## config.mk

```make
export PLATFORM = sky130hd
export DESIGN_NAME = rbd_register_bus_datapath
export DESIGN_NICKNAME = d
export VERILOG_FILES = /design/src/rtl/rbd_pkg.sv /design/src/rtl/rbd_register_bus_datapath.sv
export VERILOG_INCLUDE_DIRS = /design/src /design/src/rtl
export SDC_FILE = /design/constraint.sdc
export NUM_CORES = 1
export LEC_CHECK = 0
export BUFFER_PORTS_ARGS = -buffer_cell sky130_fd_sc_hd__buf_4
export CAP_MARGIN = 10
export CORE_ASPECT_RATIO = 0.5
export CORE_UTILIZATION = 55
export CTS_BUF_LIST = sky130_fd_sc_hd__clkbuf_8 sky130_fd_sc_hd__clkbuf_16
export DETAILED_ROUTE_END_ITERATION = 6
export PLACE_DENSITY = 0.83
export SYNTH_ARGS = -nofsm -noshare
export SYNTH_HDL_FRONTEND = slang
export SYNTH_SLANG_ARGS = --single-unit
```

## constraint.sdc

```tcl
create_clock -name sys_clk -period 15.1 [get_ports sys_clk]
set_input_delay 1.51 -clock sys_clk [delete_from_list [all_inputs] [get_ports sys_clk]]
set_output_delay 1.51 -clock sys_clk [all_outputs]
set_load 0.03 [all_outputs]
```

## src/rtl/rbd_defines.svh

```systemverilog
/*
  Register offsets, control bit positions, opcodes and timing counts for
  the register bus datapath. Assumes a byte-addressed APB with 8-bit paddr.
*/
`ifndef RBD_DEFINES_SVH
`define RBD_DEFINES_SVH

`define RBD_A_CTRL    8'h00
`define RBD_A_STATUS  8'h04
`define RBD_A_SWITCH  8'h08
`define RBD_A_WORK    8'h0c
`define RBD_A_LINK    8'h10
`define RBD_A_NIP     8'h14
`define RBD_A_MEMLOC  8'h18
`define RBD_A_BUFFER  8'h1c
`define RBD_A_OPCODE  8'h20
`define RBD_A_MQEXT   8'h24
`define RBD_A_IOOUT   8'h28

`define RBD_CTRL_START 0
`define RBD_CTRL_STOP  1
`define RBD_CTRL_LDNIP 2
`define RBD_CTRL_LDWRK 3

`define RBD_OP_AND 3'h0
`define RBD_OP_TAD 3'h1
`define RBD_OP_CMP 3'h2
`define RBD_OP_DCA 3'h3
`define RBD_OP_JMP 3'h4
`define RBD_OP_IOT 3'h5
`define RBD_OP_MQL 3'h6
`define RBD_OP_OPR 3'h7

`define RBD_CONSOLE_STEPS 3
`define RBD_WORK_RESET    12'h000

`endif

```

## src/rtl/rbd_pkg.sv

```systemverilog
/*
  Types of the register bus datapath: time states, shift modes, the
  decoded control word and the bus and memory carriers.
  Assumes nothing of its surroundings.
*/
package rbd_pkg;
  typedef enum logic [4:0] {
    TS1 = 5'b00001,
    TS2 = 5'b00010,
    TS3 = 5'b00100,
    TS4 = 5'b01000,
    TS5 = 5'b10000
  } rbd_tstate_t;

  typedef enum logic [1:0] {
    SH_PASS  = 2'h0,
    SH_RIGHT = 2'h1,
    SH_LEFT  = 2'h2
  } rbd_shift_t;

  typedef struct packed {
    logic enAc, enAcN, enPc, enMb, enRd, enIo, enSw, enAddr, enAnd;
    logic carryIn;
    rbd_shift_t shift;
    logic rotLink;
    logic ldAc, ldPc, ldMa, ldMb, ldIr, mqFromAc;
    logic linkClr, linkCmp, linkCarry;
  } rbd_ctl_t;

  typedef struct packed {
    logic        psel;
    logic        penable;
    logic        pwrite;
    logic [7:0]  paddr;
    logic [31:0] pwdata;
  } rbd_apb_req_t;

  typedef struct packed {
    logic [31:0] prdata;
    logic        pready;
    logic        pslverr;
  } rbd_apb_rsp_t;

  typedef struct packed {
    logic        start;
    logic        write;
    logic [11:0] addr;
    logic [11:0] wdata;
  } rbd_mem_t;
endpackage

```

## src/rtl/rbd_register_bus_datapath.sv

```systemverilog
/*
  Processor datapath: active registers, input gating, ripple adder,
  shifter and shared register bus, paced by five time states.
  Assumes core memory control returns read data by the end of TS2 and
  takes the write pattern while memOut.write is high; APB master on sys_clk.
*/
`timescale 1ns/1ps
`include "rbd_defines.svh"

// Behaviour
// - Active registers load only from register bus
// - Sources, gating, adder, shifter, then bus
// - Gating merges enabled sources into operand pair
// - One adder per bit, carry ripples up
// - Shifter passes, shifts right or left
// - Load control enables only decoded destinations
// - Extension register fed only from work register
// - Carry out of msb on add complements link
// - Link set/clear alone; rotate inclusion selectable
// - Work register shift, rotate, increment, clear, complement, store, add, compare
// - Work register holds sum after add
// - Pointer holds next instruction address
// - Fetched word to opcode register, decoded
// - Timing starts memory cycle; read data buffered
// - Buffer contents written back each cycle
// - Console chain end starts running timing
// - I/O transfers buffered, synchronised to timing
// - Terminal out from work register; in via bus
// - Five time states, each ended by pulse
module rbd_register_bus_datapath (
  // Clock and reset
  input  wire logic              sys_clk,
  input  wire logic              rst,
  // Register bus
  input  wire rbd_pkg::rbd_apb_req_t apbReq,
  output      rbd_pkg::rbd_apb_rsp_t apbRsp,
  // Core memory control
  output      rbd_pkg::rbd_mem_t memOut,
  input  wire logic [11:0]       memRdData,
  // I/O bus and terminal
  input  wire logic [11:0]       ioIn,
  input  wire logic [7:0]        ttyRxData,
  output      logic [11:0]       ioOut,
  output      logic [7:0]        ttyTxData,
  output      logic              ttyTxStrobe
);
  import rbd_pkg::*;

  logic [11:0] ac;
  logic        link;
  logic [11:0] pc;
  logic [11:0] ma;
  logic [11:0] mb;
  logic [11:0] ir;
  logic [11:0] mq;
  logic [11:0] sw;
  logic [11:0] readBuf;
  logic [11:0] ioBuf;
  rbd_tstate_t tState;
  logic        run;
  logic        exec;
  logic        stopReq;
  logic [`RBD_CONSOLE_STEPS-1:0] conChain;
  logic [31:0] rdData;
  logic        rdErr;
  logic [19:0] ioS1;
  logic [19:0] ioS2;
  logic [19:0] ioS3;
  logic [19:0] ioStable;

  // Decoded control word for the current time state
  function automatic rbd_ctl_t decode(rbd_tstate_t ts, logic ex,
                                      logic [11:0] i, logic eq);
    rbd_ctl_t c;
    logic [2:0] op;
    c = '0;
    op = i[11:9];
    case (ts)
      TS1: begin
        if (!ex) begin
          c.enPc = 1'b1;
          c.ldMa = 1'b1;
        end
      end
      TS2: begin
        if (!ex) begin
          c.enPc = 1'b1;
          c.carryIn = 1'b1;
          c.ldPc = 1'b1;
        end
      end
      TS3: begin
        c.enRd = 1'b1;
        c.ldMb = 1'b1;
        c.ldIr = !ex;
      end
      TS4: begin
        if (!ex) begin
          if (op == `RBD_OP_JMP) begin
            c.enAddr = 1'b1;
            c.ldPc = 1'b1;
          end else if (op == `RBD_OP_IOT) begin
            c.enAc = 1'b1;
            c.enIo = i[1];
            c.ldAc = i[1];
          end else if (op == `RBD_OP_OPR) begin
            c.enAc = !i[7];
            c.ldAc = 1'b1;
            c.linkClr = i[6];
          end
        end else begin
          case (op)
            `RBD_OP_AND: begin
              c.enAnd = 1'b1;
              c.ldAc = 1'b1;
            end
            `RBD_OP_TAD: begin
              c.enAc = 1'b1;
              c.enMb = 1'b1;
              c.ldAc = 1'b1;
              c.linkCarry = 1'b1;
            end
            `RBD_OP_DCA: begin
              c.enAc = 1'b1;
              c.ldMb = 1'b1;
            end
            default: begin
            end
          endcase
        end
      end
      TS5: begin
        if (!ex && op == `RBD_OP_OPR) begin
          c.enAc = !i[5];
          c.enAcN = i[5];
          c.carryIn = i[0];
          c.linkCmp = i[4];
          c.shift = i[3] ? SH_RIGHT : (i[2] ? SH_LEFT : SH_PASS);
          c.rotLink = i[1];
          c.ldAc = 1'b1;
        end else if (!ex && op <= `RBD_OP_DCA) begin
          c.enAddr = 1'b1;
          c.ldMa = 1'b1;
        end else if (!ex && op == `RBD_OP_MQL) begin
          c.mqFromAc = 1'b1;
          c.ldAc = 1'b1;
        end else if (ex && op == `RBD_OP_CMP && eq) begin
          c.enPc = 1'b1;
          c.carryIn = 1'b1;
          c.ldPc = 1'b1;
        end else if (ex && op == `RBD_OP_DCA) begin
          c.ldAc = 1'b1;
        end
      end
      default: begin
      end
    endcase
    return c;
  endfunction

  // Register bus decode
  wire apbSetup = apbReq.psel && !apbReq.penable;
  wire apbWr    = apbReq.psel && apbReq.penable && apbReq.pwrite;
  wire wrCtrl   = apbWr && apbReq.paddr == `RBD_A_CTRL;
  wire wrSwitch = apbWr && apbReq.paddr == `RBD_A_SWITCH;
  wire conLdPc  = wrCtrl && !run && apbReq.pwdata[`RBD_CTRL_LDNIP];
  wire conLdAc  = wrCtrl && !run && apbReq.pwdata[`RBD_CTRL_LDWRK];
  wire conStart = wrCtrl && !run && apbReq.pwdata[`RBD_CTRL_START];
  wire conStop  = wrCtrl && apbReq.pwdata[`RBD_CTRL_STOP];

  // Console deposits share the bus path; nothing bypasses it
  rbd_ctl_t runCtl;
  rbd_ctl_t conCtl;
  rbd_ctl_t ctl;
  assign runCtl = decode(tState, exec, ir, ac == mb);
  assign conCtl = '{enSw: 1'b1, ldPc: conLdPc, ldAc: conLdAc, shift: SH_PASS, default: 1'b0};
  assign ctl = run ? runCtl : conCtl;

  // Gating stage: OR-merge of enabled sources per operand; enAnd puts ac & mb on opA instead
  wire [11:0] ioBus = ioStable[11:0] | {4'h0, ioStable[19:12]};
  wire [11:0] opA =
    ctl.enAnd ? (ac & mb) :
    ((ctl.enAc  ? ac      : 12'h000) |
     (ctl.enAcN ? ~ac     : 12'h000) |
     (ctl.enPc  ? pc      : 12'h000) |
     (ctl.enRd  ? readBuf : 12'h000) |
     (ctl.enIo  ? ioBuf   : 12'h000) |
     (ctl.enSw  ? sw      : 12'h000));
  wire [11:0] opB = (ctl.enMb   ? mb              : 12'h000) |
                    (ctl.enAddr ? {5'h00, ir[6:0]} : 12'h000);

  // Ripple adder, one cell per bit
  logic [12:0] carry;
  logic [11:0] sum;
  assign carry[0] = ctl.carryIn;
  genvar g;
  generate
    for (g = 0; g < 12; g = g + 1) begin : gAdd
      assign sum[g] = opA[g] ^ opB[g] ^ carry[g];
      assign carry[g+1] = (opA[g] & opB[g]) | (carry[g] & (opA[g] ^ opB[g]));
    end
  endgenerate

  // Shifter; rotate fill is the link or the word's own end bit
  wire fillR = ctl.rotLink ? link : sum[0];
  wire fillL = ctl.rotLink ? link : sum[11];
  wire [11:0] regBus =
    ctl.shift == SH_RIGHT ? {fillR, sum[11:1]} :
    ctl.shift == SH_LEFT  ? {sum[10:0], fillL} : sum;
  wire shiftOut = ctl.shift == SH_RIGHT ? sum[0] : sum[11];
  wire shiftLink = ctl.shift != SH_PASS && ctl.rotLink;

  wire l1 = ctl.linkClr ? 1'b0 : link;
  wire l2 = ctl.linkCmp ? ~l1 : l1;
  wire l3 = (ctl.linkCarry && carry[12]) ? ~l2 : l2;
  wire next_link = shiftLink ? shiftOut : l3;

  wire loadEn = run || conLdPc || conLdAc;
  wire [2:0] op = ir[11:9];
  wire lastTs = run && tState == TS5;

  // Active registers: captured from the bus on the state-ending edge
  always_ff @(posedge sys_clk) begin
    if (rst) begin
      ac <= `RBD_WORK_RESET;
      pc <= 12'h000;
      ma <= 12'h000;
      mb <= 12'h000;
      ir <= 12'h000;
      link <= 1'b0;
    end else if (loadEn) begin
      if (ctl.ldAc) ac <= regBus;
      if (ctl.ldPc) pc <= regBus;
      if (ctl.ldMa) ma <= regBus;
      if (ctl.ldMb) mb <= regBus;
      if (ctl.ldIr) ir <= regBus;
      link <= next_link;
    end
  end

  // Extension register sits off the bus
  always_ff @(posedge sys_clk) begin
    if (rst) mq <= 12'h000;
    else if (run && ctl.mqFromAc) mq <= ac;
  end

  // Time states; one clock per state while running
  always_ff @(posedge sys_clk) begin
    if (rst) begin
      tState <= TS1;
      exec <= 1'b0;
      run <= 1'b0;
      stopReq <= 1'b0;
      conChain <= '0;
    end else begin
      conChain <= {conChain[`RBD_CONSOLE_STEPS-2:0], conStart};
      if (conStop) stopReq <= 1'b1;
      if (conChain[`RBD_CONSOLE_STEPS-1]) begin
        run <= 1'b1;
        tState <= TS1;
        exec <= 1'b0;
        stopReq <= conStop;
      end else if (run) begin
        case (tState)
          TS1: tState <= TS2;
          TS2: tState <= TS3;
          TS3: tState <= TS4;
          TS4: tState <= TS5;
          TS5: begin
            tState <= TS1;
            exec <= !exec && op <= `RBD_OP_DCA;
            if (stopReq || conStop) run <= 1'b0;
          end
          default: tState <= TS1;
        endcase
      end
    end
  end

  // Memory read buffer and I/O transfers on time pulses
  always_ff @(posedge sys_clk) begin
    if (rst) begin
      readBuf <= 12'h000;
      ioBuf <= 12'h000;
      ioOut <= 12'h000;
      ttyTxData <= 8'h00;
      ttyTxStrobe <= 1'b0;
    end else begin
      ttyTxStrobe <= 1'b0;
      if (run && tState == TS2) readBuf <= memRdData;
      if (run && tState == TS3) ioBuf <= ioBus;
      if (run && tState == TS4 && !exec && op == `RBD_OP_IOT) begin
        if (ir[0]) ioOut <= ac;
        if (ir[2]) begin
          ttyTxData <= ac[7:0];
          ttyTxStrobe <= 1'b1;
        end
      end
    end
  end

  // Pin inputs: three stages, accepted once stages two and three agree
  always_ff @(posedge sys_clk) begin
    if (rst) begin
      ioS1 <= 20'h00000;
      ioS2 <= 20'h00000;
      ioS3 <= 20'h00000;
    end else begin
      ioS1 <= {ttyRxData, ioIn};
      ioS2 <= ioS1;
      ioS3 <= ioS2;
    end
  end

  generate
    for (g = 0; g < 20; g = g + 1) begin : gSync
      always_ff @(posedge sys_clk) begin
        if (rst) ioStable[g] <= 1'b0;
        else if (ioS2[g] == ioS3[g]) ioStable[g] <= ioS3[g];
      end
    end
  endgenerate

  // Register readback, captured in the setup cycle
  wire [4:0] stFlags = tState;
  wire mapped = apbReq.paddr <= `RBD_A_IOOUT && apbReq.paddr[1:0] == 2'h0;
  logic [31:0] next_rdData;
  always_comb begin
    case (apbReq.paddr)
      `RBD_A_STATUS: next_rdData = {24'h0, stopReq, exec, run, stFlags};
      `RBD_A_SWITCH: next_rdData = {20'h0, sw};
      `RBD_A_WORK:   next_rdData = {20'h0, ac};
      `RBD_A_LINK:   next_rdData = {31'h0, link};
      `RBD_A_NIP:    next_rdData = {20'h0, pc};
      `RBD_A_MEMLOC: next_rdData = {20'h0, ma};
      `RBD_A_BUFFER: next_rdData = {20'h0, mb};
      `RBD_A_OPCODE: next_rdData = {20'h0, ir};
      `RBD_A_MQEXT:  next_rdData = {20'h0, mq};
      `RBD_A_IOOUT:  next_rdData = {20'h0, ioOut};
      default:       next_rdData = 32'h0;
    endcase
  end

  always_ff @(posedge sys_clk) begin
    if (rst) begin
      rdData <= 32'h0;
      rdErr <= 1'b0;
      sw <= 12'h000;
    end else begin
      if (apbSetup) begin
        rdData <= next_rdData;
        rdErr <= !mapped;
      end
      if (wrSwitch) sw <= apbReq.pwdata[11:0];
    end
  end

  assign apbRsp = '{prdata: rdData, pready: 1'b1, pslverr: rdErr};
  // Core is destructive; every cycle rewrites the buffer pattern
  assign memOut = '{start: run && tState == TS1,
                    write: run && tState == TS5,
                    addr: ma, wdata: mb};
endmodule // rbd_register_bus_datapath

```

After elaboration in Yosys (flattened, before gate mapping)
Index checks and enable logic that the tools add are counted.

word-level totals
  register bits = 254
  input port bits = 77
  output and inout bits = 81
  word-level logic and storage cells = 309

cells by class
  order comparisons = 2
  equal/unequal tests = 45
  muxes and demuxes = 93
  bitwise operators = 72
  reduce and logical (&&, ||, !) cells = 54

operators by type and width
  operator                                       number
  2-to-1 mux 12 bit                              10
  case mux 12 bit (10 select lines)              1
  2-to-1 mux 1 bit                               64
  OR 12 bit                                      5
  == test 8 x 5 -> 1 bit, second input constant  4
  logical AND 1 bit                              27
  bitwise AND 1 bit                              24
  == test 8 x 6 -> 1 bit, second input constant  3
  bitwise XOR 1 bit                              24
  2-to-1 mux 22 bit                              1
  == test 1 bit                                  20
  case mux 5 bit (4 select lines)                1
  == test 8 x 4 -> 1 bit, second input constant  2
  AND reduction 2 bit                            8
  case mux 1 bit (2 select lines)                7
  bitwise AND 12 bit                             1
  == test 12 bit                                 1
  == test 3 bit, second input constant           4
  NOT 12 bit                                     1
  OR 1 bit                                       12
  OR 12 x 7 -> 12 bit                            1
  OR 12 x 8 -> 12 bit                            1
  2-to-1 mux 2 bit                               5
  OR reduction 2 bit                             5
  22 further kinds                               34

Longest topological paths before layout
  word-level depth = 44
  gate-level depth with buffers = 27
  depth with buffers taken out = 26

Worst setup path after synthesis
OpenSTA, ideal clock, no wires.

  path kind = register to register
  start = register mb[3]
  end = register ir[0]
  data arrival time = 7.347 ns
  path slack = 7.614 ns
  stages on the path, launching flop included = 27
  path buffers = 0
  clock period less this slack = 7.486 ns
  cell sequence = dfxtp_1 > ha_1 > nor4_1 > nand4_1 > nor2_1 > o21a_1 > a221o_1 > o22ai_1 > fa_1 > fa_1 > fa_1 > fa_1 > fa_1 > fa_1 > fa_1 > inv_1 > fa_1 > fa_1 > inv_1 > fa_1 > fa_1 > fa_1 > inv_1 > mux2i_1 > o22ai_1 > a31oi_1 > a211oi_1

between the ends
  cells in the longest elaborated chain, start to end = 41

ends and longest elaborated chain
  what                             line                              RTL
  from (decl)                      rbd_register_bus_datapath.sv:53   logic [11:0] mb;
  from (signal assigned)           rbd_register_bus_datapath.sv:235  if (ctl.ldMb) mb <= regBus;
  == test 12 bit                   rbd_register_bus_datapath.sv:175  assign runCtl = decode(tState, exec, ir, ac == mb);
  logical AND 1 bit                rbd_register_bus_datapath.sv:147  end else if (ex && op == `RBD_OP_CMP && eq) begin
  2-to-1 mux 1 bit                 rbd_register_bus_datapath.sv:147
  2-to-1 mux 1 bit                 rbd_register_bus_datapath.sv:144  end else if (!ex && op == `RBD_OP_MQL) begin
  2-to-1 mux 1 bit                 rbd_register_bus_datapath.sv:141  end else if (!ex && op <= `RBD_OP_DCA) begin
  2-to-1 mux 1 bit                 rbd_register_bus_datapath.sv:133  if (!ex && op == `RBD_OP_OPR) begin
  case mux 1 bit (2 select lines)  rbd_register_bus_datapath.sv:78   case (ts)
  2-to-1 mux 22 bit                rbd_register_bus_datapath.sv:177  assign ctl = run ? runCtl : conCtl;
  [25 not listed]                  n/a
  bitwise AND 1 bit                rbd_register_bus_datapath.sv:200  assign carry[g+1] = (opA[g] & opB[g]) | (carry[g] & (opA[g] ^ opB[g]));
  OR 1 bit                         rbd_register_bus_datapath.sv:200
  bitwise AND 1 bit                rbd_register_bus_datapath.sv:200
  OR 1 bit                         rbd_register_bus_datapath.sv:200
  bitwise XOR 1 bit                rbd_register_bus_datapath.sv:199  assign sum[g] = opA[g] ^ opB[g] ^ carry[g];
  2-to-1 mux 1 bit                 rbd_register_bus_datapath.sv:206  wire fillL = ctl.rotLink ? link : sum[11];
  2-to-1 mux 12 bit                rbd_register_bus_datapath.sv:209  ctl.shift == SH_LEFT ? {sum[10:0], fillL} : sum;
  2-to-1 mux 12 bit *              rbd_register_bus_datapath.sv:208  ctl.shift == SH_RIGHT ? {fillR, sum[11:1]} :
  to (signal assigned)             rbd_register_bus_datapath.sv:236  if (ctl.ldIr) ir <= regBus;
  to (decl)                        rbd_register_bus_datapath.sv:54   logic [11:0] ir;

Mark *: on every way between the ends. The rest lies on a longest branch, timed or not.
A chain may end at the register's enable or synchronous reset.

Final worst setup path
  start = register ac[4]
  end = register ir[0]

between the ends
  cells in the longest elaborated chain, start to end = 41

ends and longest elaborated chain
  what                             line                              RTL
  from (decl)                      rbd_register_bus_datapath.sv:49   logic [11:0] ac;
  from (signal assigned)           rbd_register_bus_datapath.sv:225  ac <= `RBD_WORK_RESET;
  from (signal assigned)           rbd_register_bus_datapath.sv:232  if (ctl.ldAc) ac <= regBus;
  == test 12 bit                   rbd_register_bus_datapath.sv:175
  logical AND 1 bit                rbd_register_bus_datapath.sv:147
  2-to-1 mux 1 bit                 rbd_register_bus_datapath.sv:147
  2-to-1 mux 1 bit                 rbd_register_bus_datapath.sv:144
  2-to-1 mux 1 bit                 rbd_register_bus_datapath.sv:141
  2-to-1 mux 1 bit                 rbd_register_bus_datapath.sv:133
  case mux 1 bit (2 select lines)  rbd_register_bus_datapath.sv:78
  2-to-1 mux 22 bit                rbd_register_bus_datapath.sv:177
  [25 not listed]                  n/a
  bitwise AND 1 bit                rbd_register_bus_datapath.sv:200
  OR 1 bit                         rbd_register_bus_datapath.sv:200
  bitwise AND 1 bit                rbd_register_bus_datapath.sv:200
  OR 1 bit                         rbd_register_bus_datapath.sv:200
  bitwise XOR 1 bit                rbd_register_bus_datapath.sv:199
  2-to-1 mux 1 bit                 rbd_register_bus_datapath.sv:206
  2-to-1 mux 12 bit                rbd_register_bus_datapath.sv:209
  2-to-1 mux 12 bit *              rbd_register_bus_datapath.sv:208

Marked as above.

==> flow_metrics.py <==
metrics = {
    "logic_synthesis": {
        "netlist.area_leader.share_pct": 44.47,
        "ys_top_cells_by_count": "dfxtp_1, nor2_1, nand2_1",
        "yosysUniqueCellTypes": 72,
        "netlist_instances": 1187,
        "ys_seq_area_share_pct": 44.47,
        "yosys.area.top_type": "dfxtp_1",
        "synth.most_common_cell": "dfxtp_1",
        "ys_ff_latch": 234,
        "mappedNetlistArea_um2": 10540,
        "synthFlopType": "dfxtp_1",
        "synth-async-reset-ratio_pct": 0,
        "yosys_warnings": 0,
        "synth_edf_count": 0,
        "syn_avg_cell_area_um2": 8.875,
        "synth_area_leaders": "dfxtp_1, mux2i_1, a21oi_1, nor2_1, nand2_1",
    },
    "timing": {
        "finalCritPeriodShare_pct": 58.16,
        "hold_viol": 0,
        "rsz0062_at_grt": "no",
        "fin_skew_ps": 12.32,
        "clock.fmax_mhz": 113.9,
        "tightest_slew_ps": 1141,
        "relSlewSlack_pct": 23.83,
        "setup_viol": 0,
        "maxSlewViolCount": 0,
        "setup_tns_ps": 0,
        "fin_crit_ps": 8782,
    },
    "clocking": {
        "cts_buffer_depth": 3,
        "ctsHoldBuffers": 0,
        "clk_pin_slew_ps": 70,
        "cts_tree": "yes",
        "cts_sinks": 234,
        "cts_buffers": 20,
        "root_buffer": "clkbuf_16",
        "htree_levels": 1,
        "postCtsSetupBuffers": 0,
        "cts_resized": 0,
        "clock_latency_ps": 520,
    },
    "power_and_ir_drop": {
        "combPwrFrac_pct": 3.8,
        "swShare_pct": 21.45,
        "p_total_mw": 1.220,
        "power_density_nw_per_um2": 100.9,
        "netSwitchingPower_mw": 0.2617,
        "p_int_mw": 0.9585,
        "clkPwrFrac_pct": 44.9,
        "leakage_nw": 4.588,
        "vdd_drop_max_mv": 0.09585,
        "power_frac_seq_pct": 51.3,
    },
    "floorplan": {
        "floorplan.die.width_um": 197.7,
        "die_area_um2": 19750,
        "ioPinCount": 158,
        "row_count": 35,
        "core_um2": 18570,
        "start_util_pct": 56.74,
        "fp.dieH_um": 99.87,
    },
    "cells_and_area": {
        "regArea_um2": 4684,
        "final_util_pct": 65.11,
        "n_fill_cell": 1529,
        "area_growth_pct": 14.76,
        "multi_input_area_um2": 5364,
        "drive_above_1_share_pct": 15.44,
        "final_cells": 1523,
        "fin_area_um2": 12090,
        "fin_nets": 1352,
    },
    "status": {
        "status": "complete, no violations",
    },
    "worst_setup_path": {
        "r2r_cells": 26,
        "crit_type": "flop to flop",
        "worstReg2RegEnd": "ir[0]",
        "crit_end": "ir[0]",
        "cp-startpoint": "ac[4]",
        "crit_fanout": 12,
        "cp_data_arrival_time_ps": 9130,
        "required_ps": 15440,
        "start_kind": "flop",
        "endpoint_kind": "flop",
        "rr_startpoint": "ac[4]",
        "r2r_slack_ps": 6320,
    },
    "route": {
        "drt_wl_total_mm": 33.18,
        "drc": 0,
        "avgViaCountPerCell": 6.129,
        "routedWlPerCell_um": 21.79,
        "first_pass_iters": 6,
        "drtAntennaViolNets": 0,
        "detail_route.iter0.violations": 1014,
        "vias": 9335,
    },
    "global_route": {
        "grt_max_degree": 121,
        "grt_antenna_before_repair": 0,
        "grt_overflow": 0,
        "grt_pass1_wl_mm": 49.61,
        "grt_use_total_pct": 33.48,
        "grt_pass1_vias": 8536,
    },
    "place": {
        "dp.cells": 1487,
        "placed_area_um2": 11380,
        "numPortBuffers": 116,
        "dp_hpwl_mm": 23.81,
        "gp_congestion": 1.036,
    },
    "flow_run": {
        "maxCapViolCount": 0,
    },
    "min_path": {
        "holdCritPathClass": "flop to flop",
    },
}
## cell usage in the layout, fill, tap and decap left out, drive strengths merged, types with 4 or more instances in the layout
cell type	instances
dfxtp	234
nor2	139
buf	128
nand2	122
a21oi	109
nor2b	70
mux2i	58
o21ai	49
a211oi	49
a22oi	31
nor3	29
clkbuf	25
conb	21
a221o	21
o22ai	19
inv	16
fa	12
ha	12
mux2	11
nand3	9
o31ai	9
nor4	8
nand4	8
a222oi	6
nand2b	5
a221oi	5
and2	5
or3	4
## worst min path at each step
stage	from	to	slack [ps]	cells past startpoint
final	ioS1[14]	ioS2[14]	430	1
after CTS	ioS1[14]	ioS2[14]	440	1
after floorplan	conChain[0]	conChain[1]	410	1
after global routing	ioS1[2]	ioS2[2]	450	1
after detailed placement	ioS1[14]	ioS2[14]	430	1
after global placement	ioS1[2]	ioS2[2]	420	1
## power by group through the flow
stage,clock network (mW),logic [mW],registers [mW]
6_report,0.548,0.0458,0.626
2_1_floorplan,0,0.0323,0.639
3_5_place_dp,0,0.0451,0.640
5_1_grt,0.580,0.0491,0.627
4_1_cts,0.553,0.0453,0.626
3_3_place_gp,0,0.0442,0.640
## area by class of cell
class                   count  area share (%)
inverters                  13          0.4036
clock inverters             9           1.066
multi-input cells         854           44.37
clock buffers              25           4.709
flip-flops and latches    234           38.75
diodes                      1         0.02070
well taps                 259           2.680
repair buffers            128           8.010
## registers in the layout (all words and copies together) (netlist names), 20 cells and up
register and count:
ioS1 20, ioS3 20, ioS2 20, ioStable 20
## critical path, stage by stage, from the launching register on
cell and delay (ps):
dfxtp_1 700, ha_1 360, nor4_1 320, nand4_1 170, nor2_1 230, o21a_1 370, a221o_1 230, o22ai_1 100
fa_1 470, fa_1 410, fa_1 430, fa_1 470, fa_1 470, fa_1 460, fa_1 430, inv_1 90
fa_1 210, fa_1 180, inv_1 50, fa_1 450, fa_1 460, fa_1 730, inv_1 70, mux2i_1 130
o22ai_1 80, a31oi_1 400, a211oi_1 140
## through the flow
stage	hold slack [ps]	setup slack, ps
floorplan	413.8	7614
global placement	416.8	6494
detailed placement	426.4	6403
CTS	441.7	6371
global route	453.6	5864
finish	434.7	6318
## cells by family after synthesis
logic type,after synthesis,share of synthesized area (%)
buffers and inverters,118,5.439
other,2,0.07129
AND/OR/NAND/NOR,424,19.68
multiplexers,69,6.687
flip-flops,234,44.47
AO/OA/AOI/OAI,314,19.79
XOR/XNOR,2,0.1663
adder cells (fa/ha/maj),24,3.705
## metal layers
layer  global-route usage [%]  vias to the layer above  wire [um]
met5                    1.728                        -         42
met1                    45.77                     4443      14020
met2                    48.08                      505      13840
met4                    10.38                        2       1012
li1                         -                     4307          -
met3                    13.31                       78       4266
Note: power is estimated with default switching activity, not from simulation.
